**src/core/tlis_map.svh**
```systemverilog
// Constants of the tunable module two-wire slave: timing and strap values.
// Assumes a 250 MHz system clock; included by the core, the checker and the bench.
`ifndef TLIS_MAP_SVH
`define TLIS_MAP_SVH

// ----------------------------------------------------------------------
// Clock and timing
// ----------------------------------------------------------------------
`define TLIS_CLK_MHZ        250
`define TLIS_GLITCH_NS      16
`define TLIS_GLITCH_CYC     ((`TLIS_GLITCH_NS * `TLIS_CLK_MHZ) / 1000)
`define TLIS_STRAP_CYC      2'h2

// ----------------------------------------------------------------------
// Frame layout and reset values
// ----------------------------------------------------------------------
`define TLIS_BITS_PER_BYTE  4'h8
`define TLIS_PKT_BYTES      3'h4
`define TLIS_FILL_BYTE      8'hff
`define TLIS_CAP_RATE       3'h0

`endif

```
**src/core/tlis_pkg.sv**
```systemverilog
// Types shared by the tunable module two-wire slave.
// Includes nothing; tlis_map.svh is included by the core, the checker and the bench.
package tlis_pkg;

    typedef enum logic [2:0] {
        TLIS_IDLE,
        TLIS_ADDR,
        TLIS_ADDR_ACK,
        TLIS_RX,
        TLIS_RX_ACK,
        TLIS_TX,
        TLIS_TX_ACK
    } tlis_state_t;

    // Four-byte packet; byte 0 is the first byte on the wire.
    typedef logic [3:0][7:0] tlis_pkt_t;

    typedef struct packed {
        logic scl;
        logic sda;
    } tlis_line_t;

endpackage : tlis_pkg

```
**src/core/tlis_i2c_slave.sv**
```systemverilog
// Two-wire slave core of a tunable module: framing of 4-byte packets.
// Assumes open-drain pads outside; the pad drives low while an enable is
// high. Command logic on clk_sys takes cmd_data and answers by rsp_load.
`timescale 1ns/100ps
`include "tlis_map.svh"

// Summary of operation
// (RL1) Slave only; the host starts, clocks and ends every transfer.
// (RL2) SDA changes only while SCL is low, stable while SCL high.
// (RL3) START is SDA falling while SCL is high.
// (RL4) STOP is SDA rising while SCL is high.
// (RL5) Only the host generates START and STOP.
// (RL6) Bus busy from START to STOP; repeated START acts like START.
// (RL7) Bytes are eight bits, MSB first, followed by an acknowledge bit.
// (RL8) Command and response packets are exactly four bytes.
// (RL9) Any SCL hold-low between bytes ends within one 9-bit byte time.
// (RL10) Host pauses no longer than one 9-bit byte time between bytes.
// (RL11) Clock stretching is avoided where possible.
// (RL12) Execution shown on command_busy_n, never by holding SCL.
// (RL13) Host learns completion from command_busy_n or by polling.
// (RL14) Master clocks acknowledge; transmitter releases SDA during it.
// (RL15) Receiver holds SDA low for the whole acknowledge high period.
// (RL16) Addressed as receiver, the module acknowledges each byte.
// (RL17) Cannot respond to its address: SDA left high at address ack.
// (RL18) Cannot accept more data: the next byte is not acknowledged.
// (RL19) Host nacks last read byte; module then releases SDA.
// (RL20) Standard rate supported; maximum rate declared in capability.
// (RL21) Lines driven only low or released; both high means idle.
// (RL22) 7-bit address: fixed class prefix, low bits from select pins.
// (RL23) Bit after the address: zero host writes, one host reads.
// (RL24) Host writes command packets and reads responses later.
// (RL25) command_busy_n low while executing and response not ready.
// (RL26) SCL and SDA synchronised and glitch filtered before decoding.
module tlis_i2c_slave
    import tlis_pkg::*;
#(
    // Class prefix of the slave address; value is arbitrary.
    parameter logic [3:0] ADDR_CLASS = 4'h5
) (
    input  wire logic      clk_sys,
    input  wire logic      reset,
    input  wire logic      scl_i,
    output logic           scl_o,
    output logic           scl_oe,
    input  wire logic      sda_i,
    output logic           sda_o,
    output logic           sda_oe,
    input  wire logic      address_select_bit0,
    input  wire logic      address_select_bit1,
    input  wire logic      address_select_bit2,
    input  wire logic      module_select_n,
    output logic           command_busy_n,
    output logic [2:0]     interface_capability,
    output tlis_pkt_t      cmd_data,
    output logic           cmd_valid,
    input  wire tlis_pkt_t rsp_data,
    input  wire logic      rsp_load
);

    localparam int         FILT_CYC = `TLIS_GLITCH_CYC;
    localparam logic [2:0] FILT_MAX = 3'(FILT_CYC);

    // ------------------------------------------------------------------
    // Pin synchronisers and glitch filters
    // ------------------------------------------------------------------
    tlis_line_t line_raw;
    tlis_line_t line_s1_reg;
    tlis_line_t line_s2_reg;
    tlis_line_t line_f_reg;
    tlis_line_t line_p_reg;
    logic [1:0][2:0] filt_cnt_reg;

    assign line_raw = '{scl: scl_i, sda: sda_i};

    always_ff @(posedge clk_sys or posedge reset) begin
        if (reset) begin
            line_s1_reg <= '{scl: 1'b1, sda: 1'b1};
            line_s2_reg <= '{scl: 1'b1, sda: 1'b1};
        end else begin
            line_s1_reg <= line_raw;
            line_s2_reg <= line_s1_reg;
        end
    end

    // A change must persist FILT_CYC cycles before it is believed.
    genvar gi;
    generate
        for (gi = 0; gi < 2; gi++) begin : g_filt
            always_ff @(posedge clk_sys or posedge reset) begin
                if (reset) begin
                    filt_cnt_reg[gi] <= 3'h0;
                    line_f_reg[gi]   <= 1'b1;
                end else if (line_s2_reg[gi] == line_f_reg[gi]) begin
                    filt_cnt_reg[gi] <= 3'h0;
                end else if (filt_cnt_reg[gi] == FILT_MAX - 3'h1) begin
                    filt_cnt_reg[gi] <= 3'h0;
                    line_f_reg[gi]   <= line_s2_reg[gi];  // [RL26]
                end else begin
                    filt_cnt_reg[gi] <= filt_cnt_reg[gi] + 3'h1;
                end
            end
        end
    endgenerate

    always_ff @(posedge clk_sys or posedge reset) begin
        if (reset) begin
            line_p_reg <= '{scl: 1'b1, sda: 1'b1};
        end else begin
            line_p_reg <= line_f_reg;
        end
    end

    logic scl_rise;
    logic scl_fall;
    logic start_det;
    logic stop_det;

    assign scl_rise = line_f_reg.scl & ~line_p_reg.scl;
    assign scl_fall = ~line_f_reg.scl & line_p_reg.scl;
    // SCL stays high across a condition, so SCL high is checked
    // on the previous and the current sample.
    assign start_det = line_f_reg.scl & line_p_reg.scl &
                       line_p_reg.sda & ~line_f_reg.sda;  // [RL3]
    assign stop_det  = line_f_reg.scl & line_p_reg.scl &
                       ~line_p_reg.sda & line_f_reg.sda;  // [RL4]

    // ------------------------------------------------------------------
    // Address straps and module select
    // ------------------------------------------------------------------
    logic [2:0] strap_s1_reg;
    logic [2:0] strap_s2_reg;
    logic [2:0] addr_low_reg;
    logic [1:0] strap_cnt_reg;
    logic       ms_s1_reg;
    logic       ms_s2_reg;
    logic       ms_p_reg;
    logic       ms_rise;

    always_ff @(posedge clk_sys or posedge reset) begin
        if (reset) begin
            strap_s1_reg <= 3'h0;
            strap_s2_reg <= 3'h0;
        end else begin
            strap_s1_reg <= {address_select_bit2, address_select_bit1,
                             address_select_bit0};
            strap_s2_reg <= strap_s1_reg;
        end
    end

    // The straps are caught once, when the synchroniser has filled
    // after reset release; later pin changes are ignored.
    always_ff @(posedge clk_sys or posedge reset) begin
        if (reset) begin
            strap_cnt_reg <= 2'h0;
            addr_low_reg  <= 3'h0;
        end else if (strap_cnt_reg != 2'h3) begin
            strap_cnt_reg <= strap_cnt_reg + 2'h1;
            if (strap_cnt_reg == `TLIS_STRAP_CYC) begin
                addr_low_reg <= strap_s2_reg;  // [RL22]
            end
        end
    end

    always_ff @(posedge clk_sys or posedge reset) begin
        if (reset) begin
            ms_s1_reg <= 1'b1;
            ms_s2_reg <= 1'b1;
            ms_p_reg  <= 1'b1;
        end else begin
            ms_s1_reg <= module_select_n;
            ms_s2_reg <= ms_s1_reg;
            ms_p_reg  <= ms_s2_reg;
        end
    end

    assign ms_rise = ms_s2_reg & ~ms_p_reg;

    // ------------------------------------------------------------------
    // Byte and packet engine
    // ------------------------------------------------------------------
    tlis_state_t state_reg;
    logic [7:0]  shift_reg;
    logic [7:0]  tx_reg;
    logic [3:0]  bit_cnt_reg;
    logic [2:0]  byte_cnt_reg;
    logic        read_reg;
    logic        wr_txn_reg;
    tlis_pkt_t   rx_buf_reg;
    tlis_pkt_t   rsp_reg;
    logic        addr_hit;
    logic        pkt_done;
    logic [7:0]  next_tx;

    assign addr_hit = (shift_reg[7:1] == {ADDR_CLASS, addr_low_reg});
    // A packet is complete only with exactly four bytes when the host
    // ends the transfer by STOP or repeated START.
    assign pkt_done = (start_det | stop_det) & wr_txn_reg &
                      (byte_cnt_reg == `TLIS_PKT_BYTES);  // [RL8] [RL6]
    assign next_tx  = (byte_cnt_reg < `TLIS_PKT_BYTES) ?
                      rsp_reg[byte_cnt_reg[1:0]] : `TLIS_FILL_BYTE;

    always_ff @(posedge clk_sys or posedge reset) begin
        if (reset) begin
            state_reg    <= TLIS_IDLE;
            shift_reg    <= 8'h00;
            tx_reg       <= 8'h00;
            bit_cnt_reg  <= 4'h0;
            byte_cnt_reg <= 3'h0;
            read_reg     <= 1'b0;
            wr_txn_reg   <= 1'b0;
            rx_buf_reg   <= '0;
            sda_oe       <= 1'b0;
        end else if (ms_rise || stop_det) begin
            state_reg  <= TLIS_IDLE;  // [RL21]
            wr_txn_reg <= 1'b0;
            sda_oe     <= 1'b0;
        end else if (start_det) begin
            state_reg    <= TLIS_ADDR;  // [RL6]
            bit_cnt_reg  <= 4'h0;
            byte_cnt_reg <= 3'h0;
            wr_txn_reg   <= 1'b0;
            sda_oe       <= 1'b0;
        end else begin
            unique case (state_reg)
                TLIS_IDLE: begin
                    sda_oe <= 1'b0;  // [RL1]
                end
                TLIS_ADDR, TLIS_RX: begin
                    if (scl_rise) begin
                        shift_reg   <= {shift_reg[6:0], line_f_reg.sda};
                        bit_cnt_reg <= bit_cnt_reg + 4'h1;  // [RL7]
                    end else if (scl_fall &&
                                 bit_cnt_reg == `TLIS_BITS_PER_BYTE) begin
                        if (state_reg == TLIS_ADDR) begin
                            // Busy means no room for a command and no
                            // response yet, so the address is declined.
                            if (addr_hit && command_busy_n) begin
                                read_reg  <= shift_reg[0];  // [RL23]
                                sda_oe    <= 1'b1;  // [RL15]
                                state_reg <= TLIS_ADDR_ACK;
                            end else begin
                                state_reg <= TLIS_IDLE;  // [RL17]
                            end
                        end else if (byte_cnt_reg < `TLIS_PKT_BYTES) begin
                            rx_buf_reg[byte_cnt_reg[1:0]] <= shift_reg;
                            byte_cnt_reg <= byte_cnt_reg + 3'h1;
                            sda_oe       <= 1'b1;  // [RL16]
                            state_reg    <= TLIS_RX_ACK;
                        end else begin
                            wr_txn_reg <= 1'b0;  // [RL18]
                            state_reg  <= TLIS_IDLE;
                        end
                    end
                end
                TLIS_ADDR_ACK: begin
                    if (scl_fall) begin
                        bit_cnt_reg <= 4'h0;
                        if (read_reg) begin
                            tx_reg       <= rsp_reg[0];
                            sda_oe       <= ~rsp_reg[0][7];  // [RL2]
                            byte_cnt_reg <= 3'h1;
                            state_reg    <= TLIS_TX;
                        end else begin
                            sda_oe     <= 1'b0;
                            wr_txn_reg <= 1'b1;  // [RL24]
                            state_reg  <= TLIS_RX;
                        end
                    end
                end
                TLIS_RX_ACK: begin
                    if (scl_fall) begin
                        sda_oe      <= 1'b0;
                        bit_cnt_reg <= 4'h0;
                        state_reg   <= TLIS_RX;
                    end
                end
                TLIS_TX: begin
                    if (scl_rise) begin
                        bit_cnt_reg <= bit_cnt_reg + 4'h1;
                    end else if (scl_fall) begin
                        if (bit_cnt_reg == `TLIS_BITS_PER_BYTE) begin
                            sda_oe    <= 1'b0;  // [RL14]
                            state_reg <= TLIS_TX_ACK;
                        end else begin
                            tx_reg <= {tx_reg[6:0], 1'b1};
                            sda_oe <= ~tx_reg[6];  // [RL7] [RL2]
                        end
                    end
                end
                TLIS_TX_ACK: begin
                    if (scl_rise && line_f_reg.sda) begin
                        state_reg <= TLIS_IDLE;  // [RL19]
                    end else if (scl_fall) begin
                        tx_reg       <= next_tx;
                        sda_oe       <= ~next_tx[7];
                        bit_cnt_reg  <= 4'h0;
                        byte_cnt_reg <= (byte_cnt_reg == 3'h7) ?
                                        byte_cnt_reg : byte_cnt_reg + 3'h1;
                        state_reg    <= TLIS_TX;
                    end
                end
            endcase
        end
    end

    // ------------------------------------------------------------------
    // Command hand-off, response and busy indication
    // ------------------------------------------------------------------
    always_ff @(posedge clk_sys or posedge reset) begin
        if (reset) begin
            cmd_valid <= 1'b0;
            cmd_data  <= '0;
        end else begin
            cmd_valid <= pkt_done;
            if (pkt_done) begin
                cmd_data <= rx_buf_reg;
            end
        end
    end

    always_ff @(posedge clk_sys or posedge reset) begin
        if (reset) begin
            rsp_reg <= '0;
        end else if (rsp_load) begin
            rsp_reg <= rsp_data;
        end
    end

    // A new command wins over a response load in the same cycle.
    always_ff @(posedge clk_sys or posedge reset) begin
        if (reset) begin
            command_busy_n <= 1'b1;
        end else if (pkt_done) begin
            command_busy_n <= 1'b0;  // [RL12] [RL25]
        end else if (rsp_load) begin
            command_busy_n <= 1'b1;  // [RL25]
        end
    end

    // ------------------------------------------------------------------
    // Constant drives
    // ------------------------------------------------------------------
    // SCL is never held: every byte is taken or answered from registers
    // in the same bit time, which trades latency for zero wait states.
    always_ff @(posedge clk_sys or posedge reset) begin
        if (reset) begin
            scl_o                <= 1'b0;
            scl_oe               <= 1'b0;
            sda_o                <= 1'b0;
            interface_capability <= `TLIS_CAP_RATE;
        end else begin
            scl_o                <= 1'b0;
            scl_oe               <= 1'b0;  // [RL11] [RL9]
            sda_o                <= 1'b0;  // [RL21]
            interface_capability <= `TLIS_CAP_RATE;  // [RL20]
        end
    end

endmodule : tlis_i2c_slave

```
**config.mk**
```make
export PLATFORM = sky130hd
export DESIGN_NAME = tlis_i2c_slave
export DESIGN_NICKNAME = d
export VERILOG_FILES = /design/src/core/tlis_pkg.sv /design/src/core/tlis_i2c_slave.sv
export VERILOG_INCLUDE_DIRS = /design/src /design/src/core
export SDC_FILE = /design/constraint.sdc
export NUM_CORES = 1
export LEC_CHECK = 0
export ABC_CLOCK_PERIOD_IN_PS = 5600
export BUFFER_PORTS_ARGS = -buffer_cell sky130_fd_sc_hd__buf_2
export CAP_MARGIN = 20
export CORE_MARGIN = 4
export CORE_UTILIZATION = 48
export CTS_CLUSTER_DIAMETER = 120
export DETAILED_ROUTE_END_ITERATION = 8
export PLACE_DENSITY = 0.7
export RECOVER_POWER = 50
export SLEW_MARGIN = 20
export SYNTH_ARGS = -nofsm -noshare
export SYNTH_HDL_FRONTEND = slang
export SYNTH_SLANG_ARGS = --single-unit
```
**constraint.sdc**
```tcl
create_clock -name clk_sys -period 5.6 [get_ports clk_sys]
set_input_delay 0.56 -clock clk_sys [delete_from_list [all_inputs] [get_ports clk_sys]]
set_output_delay 0.56 -clock clk_sys [all_outputs]
set_load 0.05 [all_outputs]
```
* Yosys cells after proc, flatten, opt, wreduce, memory -nomap -nowiden
Index checks and enable logic that the tools add are counted.
** Cells by class
- Add/sub/neg operators :: 5
- Bitwise gates (word level) :: 25
- Reductions and logical operators :: 27
- Eq/ne operators :: 48
- Multiplexer cells :: 77
- Magnitude comparators :: 3
** Operators with widths (number)
- $mux 3 :: 28
- $mux 7 :: 7
- $ne 4x4->1 const B :: 12
- $bwmux 32 :: 1
- $ne 3x3->1 const B :: 9
- $mux 1 :: 25
- $mux 8 :: 3
- $pmux 7 s3 :: 1
- $reduce_and 7->1 :: 3
- $reduce_and 10->1 :: 2
- $bmux 8 s2 :: 1
- $demux 8 s2 :: 1
- $mux 4 :: 4
- $ne 2x2->1 const B :: 8
- $eq 3x3->1 const B :: 5
- $ne 5x5->1 const B :: 3
- $pmux 3 s5 :: 1
- $not 1->1 :: 14
- $eq 3x2->1 const B :: 4
- $pmux 4 s3 :: 1
- $reduce_bool 4->1 :: 3
- $reduce_and 11->1 :: 1
- $and 1x1->1 :: 10
- $add 3x1->3 const B :: 3
- 27 further kinds :: 35
** Storage, ports and cells
- Logic and storage cells :: 224
- Bits of input ports :: 41
- Bits in registers :: 154

* Longest topological paths before layout
- Depth in word-level cells :: 9
- Mapped depth :: 9

* Worst setup path after synthesis
Ideal clock, no wire load.
- Kind :: reg2reg
- Start :: register command_busy_n
- End :: register sda_oe
- Library setup time :: 0.125 ns
- Setup slack :: 3.459 ns
- Stages on the path, launching flop included :: 6
- Data required time :: 5.475 ns
- Data arrival time :: 2.016 ns
- Path through :: dfstp_2 > nor4bb_1 > nand2_1 > or3b_2 > a31oi_1 > mux2_2
** On the way
- Longest elaborated chain between the ends :: 3
** Ends and longest elaborated chain
- start, declared :: RTL line tlis_i2c_slave.sv:52 : output logic command_busy_n,
- start signal, assigned :: RTL line tlis_i2c_slave.sv:332 : command_busy_n <= 1'b1;
- start signal, assigned :: RTL line tlis_i2c_slave.sv:334 : command_busy_n <= 1'b0;
- start signal, assigned :: RTL line tlis_i2c_slave.sv:336 : command_busy_n <= 1'b1;
- $logic_and 1x1->1 :: RTL line tlis_i2c_slave.sv:237 : if (addr_hit && command_busy_n) begin
- $ne 5x5->1 (no source line)
- $reduce_and 10->1 (no source line)
- end signal, assigned :: RTL line tlis_i2c_slave.sv:260 : sda_oe <= ~rsp_reg[0][7];
- end signal, assigned :: RTL line tlis_i2c_slave.sv:286 : sda_oe <= ~tx_reg[6];
- end signal, assigned :: RTL line tlis_i2c_slave.sv:295 : sda_oe <= ~next_tx[7];
- end, declared :: RTL line tlis_i2c_slave.sv:47 : output logic sda_oe,
Every way passes these cells.
A chain may end at the register's enable or synchronous reset.

* Worst setup path after layout
- Start :: register byte_cnt_reg[0]
- End :: register cmd_data[25] (netlist bit)
** On the way
- Longest elaborated chain between the ends :: 2
** Ends and longest elaborated chain
- start, declared :: RTL line tlis_i2c_slave.sv:185 : logic [2:0] byte_cnt_reg;
- start signal, assigned :: RTL line tlis_i2c_slave.sv:246 : byte_cnt_reg <= byte_cnt_reg + 3'h1;
- start signal, assigned :: RTL line tlis_i2c_slave.sv:297 : byte_cnt_reg <= (byte_cnt_reg == 3'h7) ?
- $eq 3x3->1 (no source line)
- $and 1x1->1 :: RTL line tlis_i2c_slave.sv:197 : assign pkt_done = (start_det | stop_det) & wr_txn_reg &
- end signal, assigned :: RTL line tlis_i2c_slave.sv:316 : cmd_data <= rx_buf_reg;
- end, declared :: RTL line tlis_i2c_slave.sv:54 : output tlis_pkt_t cmd_data,
Every way passes these cells.

==> metrics.txt <==
run status finished with violations; failing checks capacitance limit, slew limit; Cell Pwr Density 409.9 mW/mm^2; Setup TNS Final 0 ps; NetSw 0.9378 mW; Post-synth EDFFs 0; ys flop type dfrtp_1; Nets 624; #FFs+latches synth 154; CTS root buf clkbuf_16; vias in the first global route 4471; vias per inst 5.471; Filler cells 1131; Hold WS 232.9 ps; Worst EP required 5900 ps; initial DRC count 274; Post-Synthesis Cell Area 0.006746 mm^2; post-synthesis sequential area ratio 0.5734; DRT Pass-1 Iters 4; Worst Reg2Reg Path Length in Cells 6; Syn. warnings 0; Bufs and invs on worst path 2; critical path startpoint byte_cnt_reg[0]; Worst R2R Setup Slack 2810 ps; top cell type's share of synthesized area 0.5267; register area 0.003869 mm^2; sequential share of power 0.433; final setup violating endpoints 0; Tightest Pin Transition 1719 ps; layout cells sized above 1 0.3983; post-synth top area cell dfrtp_1; grt total ovfl 0; antenna violations before repair 0; Reg2Reg Launch Point byte_cnt_reg[0]; max capacitance violation total 1; number of library cell types mapped by synthesis 59; P_int 2.295 mW; H-Tree Depth 4; drt total wl 13.37 mm; pin count of the biggest net entering global routing 105; Starting Density 0.4879; Die Y 126.6 um; first-pass GRT wire length 22.74 mm; Finished Core Util 0.5704; Placer Congestion 0.9123; critical path's top delay family simple AND/OR/NAND/NOR gates; Setup crit end cmd_data[25]; clock slew at reported path FFs 60 ps; total track usage 0.1790; CTS buffer count 17; non-filler instance count after layout 765; path type of the worst min-delay path primary input to flip-flop; Worst setup EP type flip-flop; CP peak stage delay 680 ps; multi-input logic area 0.002723 mm^2; pre-CTS setup slack 2813 ps; Syn Area/Cell 13.55 um^2; relative slew slack -0.1462; fin crit share 0.4974; worst vdd ir 0.0003036 V; worst setup margin 2815 ps; clock latency on the worst-skew pair 420 ps; type of origin of the critical path flip-flop; vias 4185; RSZ-0062 raised after global routing false; Slew Viols, Final 34; dpl hpwl 9.187 mm; WP depth 6; Final Critical Period 2786 ps; Routed Antenna Nets 0; Hold Fails Final Rpt 0; critical-path cell with the highest stage delay nor3_4; Lkg Pwr 3.773 nW; CTS tree yes; worst path arrival time 3090 ps; wire per inst 17.48 um; sw frac 0.2900; I/O Buffers 75; CP Max Fanout 18; DP Cell Count 733; ant diodes 0; Clock power frac 0.387; Reg-to-Reg End cmd_data[25]; Std-Cell Rows 43; kind of critical path flip-flop to flip-flop; crit-path cells inv_1 > ha_1 > nand3_1 > nor3_4 > buf_4 > mux2_2; CTS resizes 0; synthesized instance count 498; core footprint 0.01383 mm^2; Gate power share 0.180; die width 126.6 um; DRC errors left 0; IO Count 82; clk sinks 154; Max Freq 359.0 MHz; Clock Skew 8.843 ps; FFs w/ async S/R, synth 1.000; P&R area growth vs syn 16.91%; die area 0.01602 mm^2; Post-CTS Setup Inserts 0; largest cells by area after synthesis dfrtp_1, mux2_2, dfstp_2, mux4_2, ha_1; CTS Hold Buffers Added 0; clk buf depth 2
layout by cell type (no fill, tap or decap), drive strengths merged, types with 5 or more instances in the layout:
cell type	instances
o21ai	27
xnor2	7
clkbuf	29
nor3	6
nand3	8
nor2b	6
ha	11
nor2	13
inv	14
buf	67
mux2	111
dfrtp	142
bufinv	5
mux4	8
a21oi	7
conb	6
dfstp	12
nand2	33
nor3b	5
o22ai	6
metal layers:
| layer | vias to the layer above | GRT usage | wire length, um |
|---|---|---|---|
| met5 | - | 0 | 0 |
| met4 | 0 | 0.06688 | 195 |
| met3 | 16 | 0.05137 | 658 |
| met2 | 97 | 0.2821 | 6544 |
| met1 | 2122 | 0.2374 | 5973 |
| li1 | 1950 | - | - |
how the worst min path moves through the flow:
| stage | from | endpoint | slack (ps) | cells past startpoint |
|---|---|---|---|---|
| final | sda_i | line_s1_reg[0] | 230 | 1 |
| after detailed placement | strap_s1_reg[2] | strap_s2_reg[2] | 340 | 0 |
| after floorplan | strap_s1_reg[0] | strap_s2_reg[0] | 330 | 0 |
| after global placement | strap_s1_reg[1] | strap_s2_reg[1] | 330 | 0 |
| after CTS | sda_i | line_s1_reg[0] | 210 | 1 |
| after global routing | sda_i | line_s1_reg[0] | 210 | 1 |
worst register-to-register path, stage by stage (launching register included):
cell and delay (ps):
dfrtp_1 600, inv_1 230, ha_1 250, nand3_1 150, nor3_4 690, buf_4 380
mux2_2 370
cells in the mapped netlist (6+ instances only):
library cell / instances
nand3_1: 8
a21oi_1: 7
dfrtp_1: 142
nand2_1: 29
inv_1: 11
nor2b_1: 6
nor2_1: 13
buf_2: 6
o22ai_1: 6
clkbuf_1: 13
mux4_2: 8
o21ai_0: 26
ha_1: 11
dfstp_2: 12
mux2_2: 102
xnor2_1: 6
buf_4: 6
final cells by class:
class                   count  area share
flip-flops and latches    154      0.4905
multi-input cells         311      0.3452
clock buffers              19     0.05489
repair buffers             77     0.04791
well taps                 180     0.02855
clock inverters            13     0.02713
inverters                  11    0.005869
kinds of logic after synthesis:
group | Yosys count | synth area share
compound gates | 70 | 0.06695
simple gates | 94 | 0.08105
fa+ha+maj | 11 | 0.02040
other cells | 1 | 0.0005558
flops | 154 | 0.5734
mux | 123 | 0.2207
buf+inv | 38 | 0.02671
xor+xnor | 7 | 0.01020
stage by stage:
step | instance area [um^2] | power, mW
after floorplan | 6765 | 1.855
after global placement | 7253 | 1.977
after detailed placement | 7253 | 2.005
after CTS | 7900 | 3.270
after global routing | 7888 | 3.402
final | 7888 | 3.233
power by group through the flow:
stage                     clock network (mW)  registers (mW)  logic, mW
after detailed placement                   0            1.42      0.583
after CTS                               1.28            1.41      0.586
after floorplan                            0            1.32      0.539
after global placement                     0            1.41      0.563
after global routing                    1.32            1.42      0.655
final                                   1.25            1.40      0.582
No activity file was read; power rests on OpenSTA's default activity.
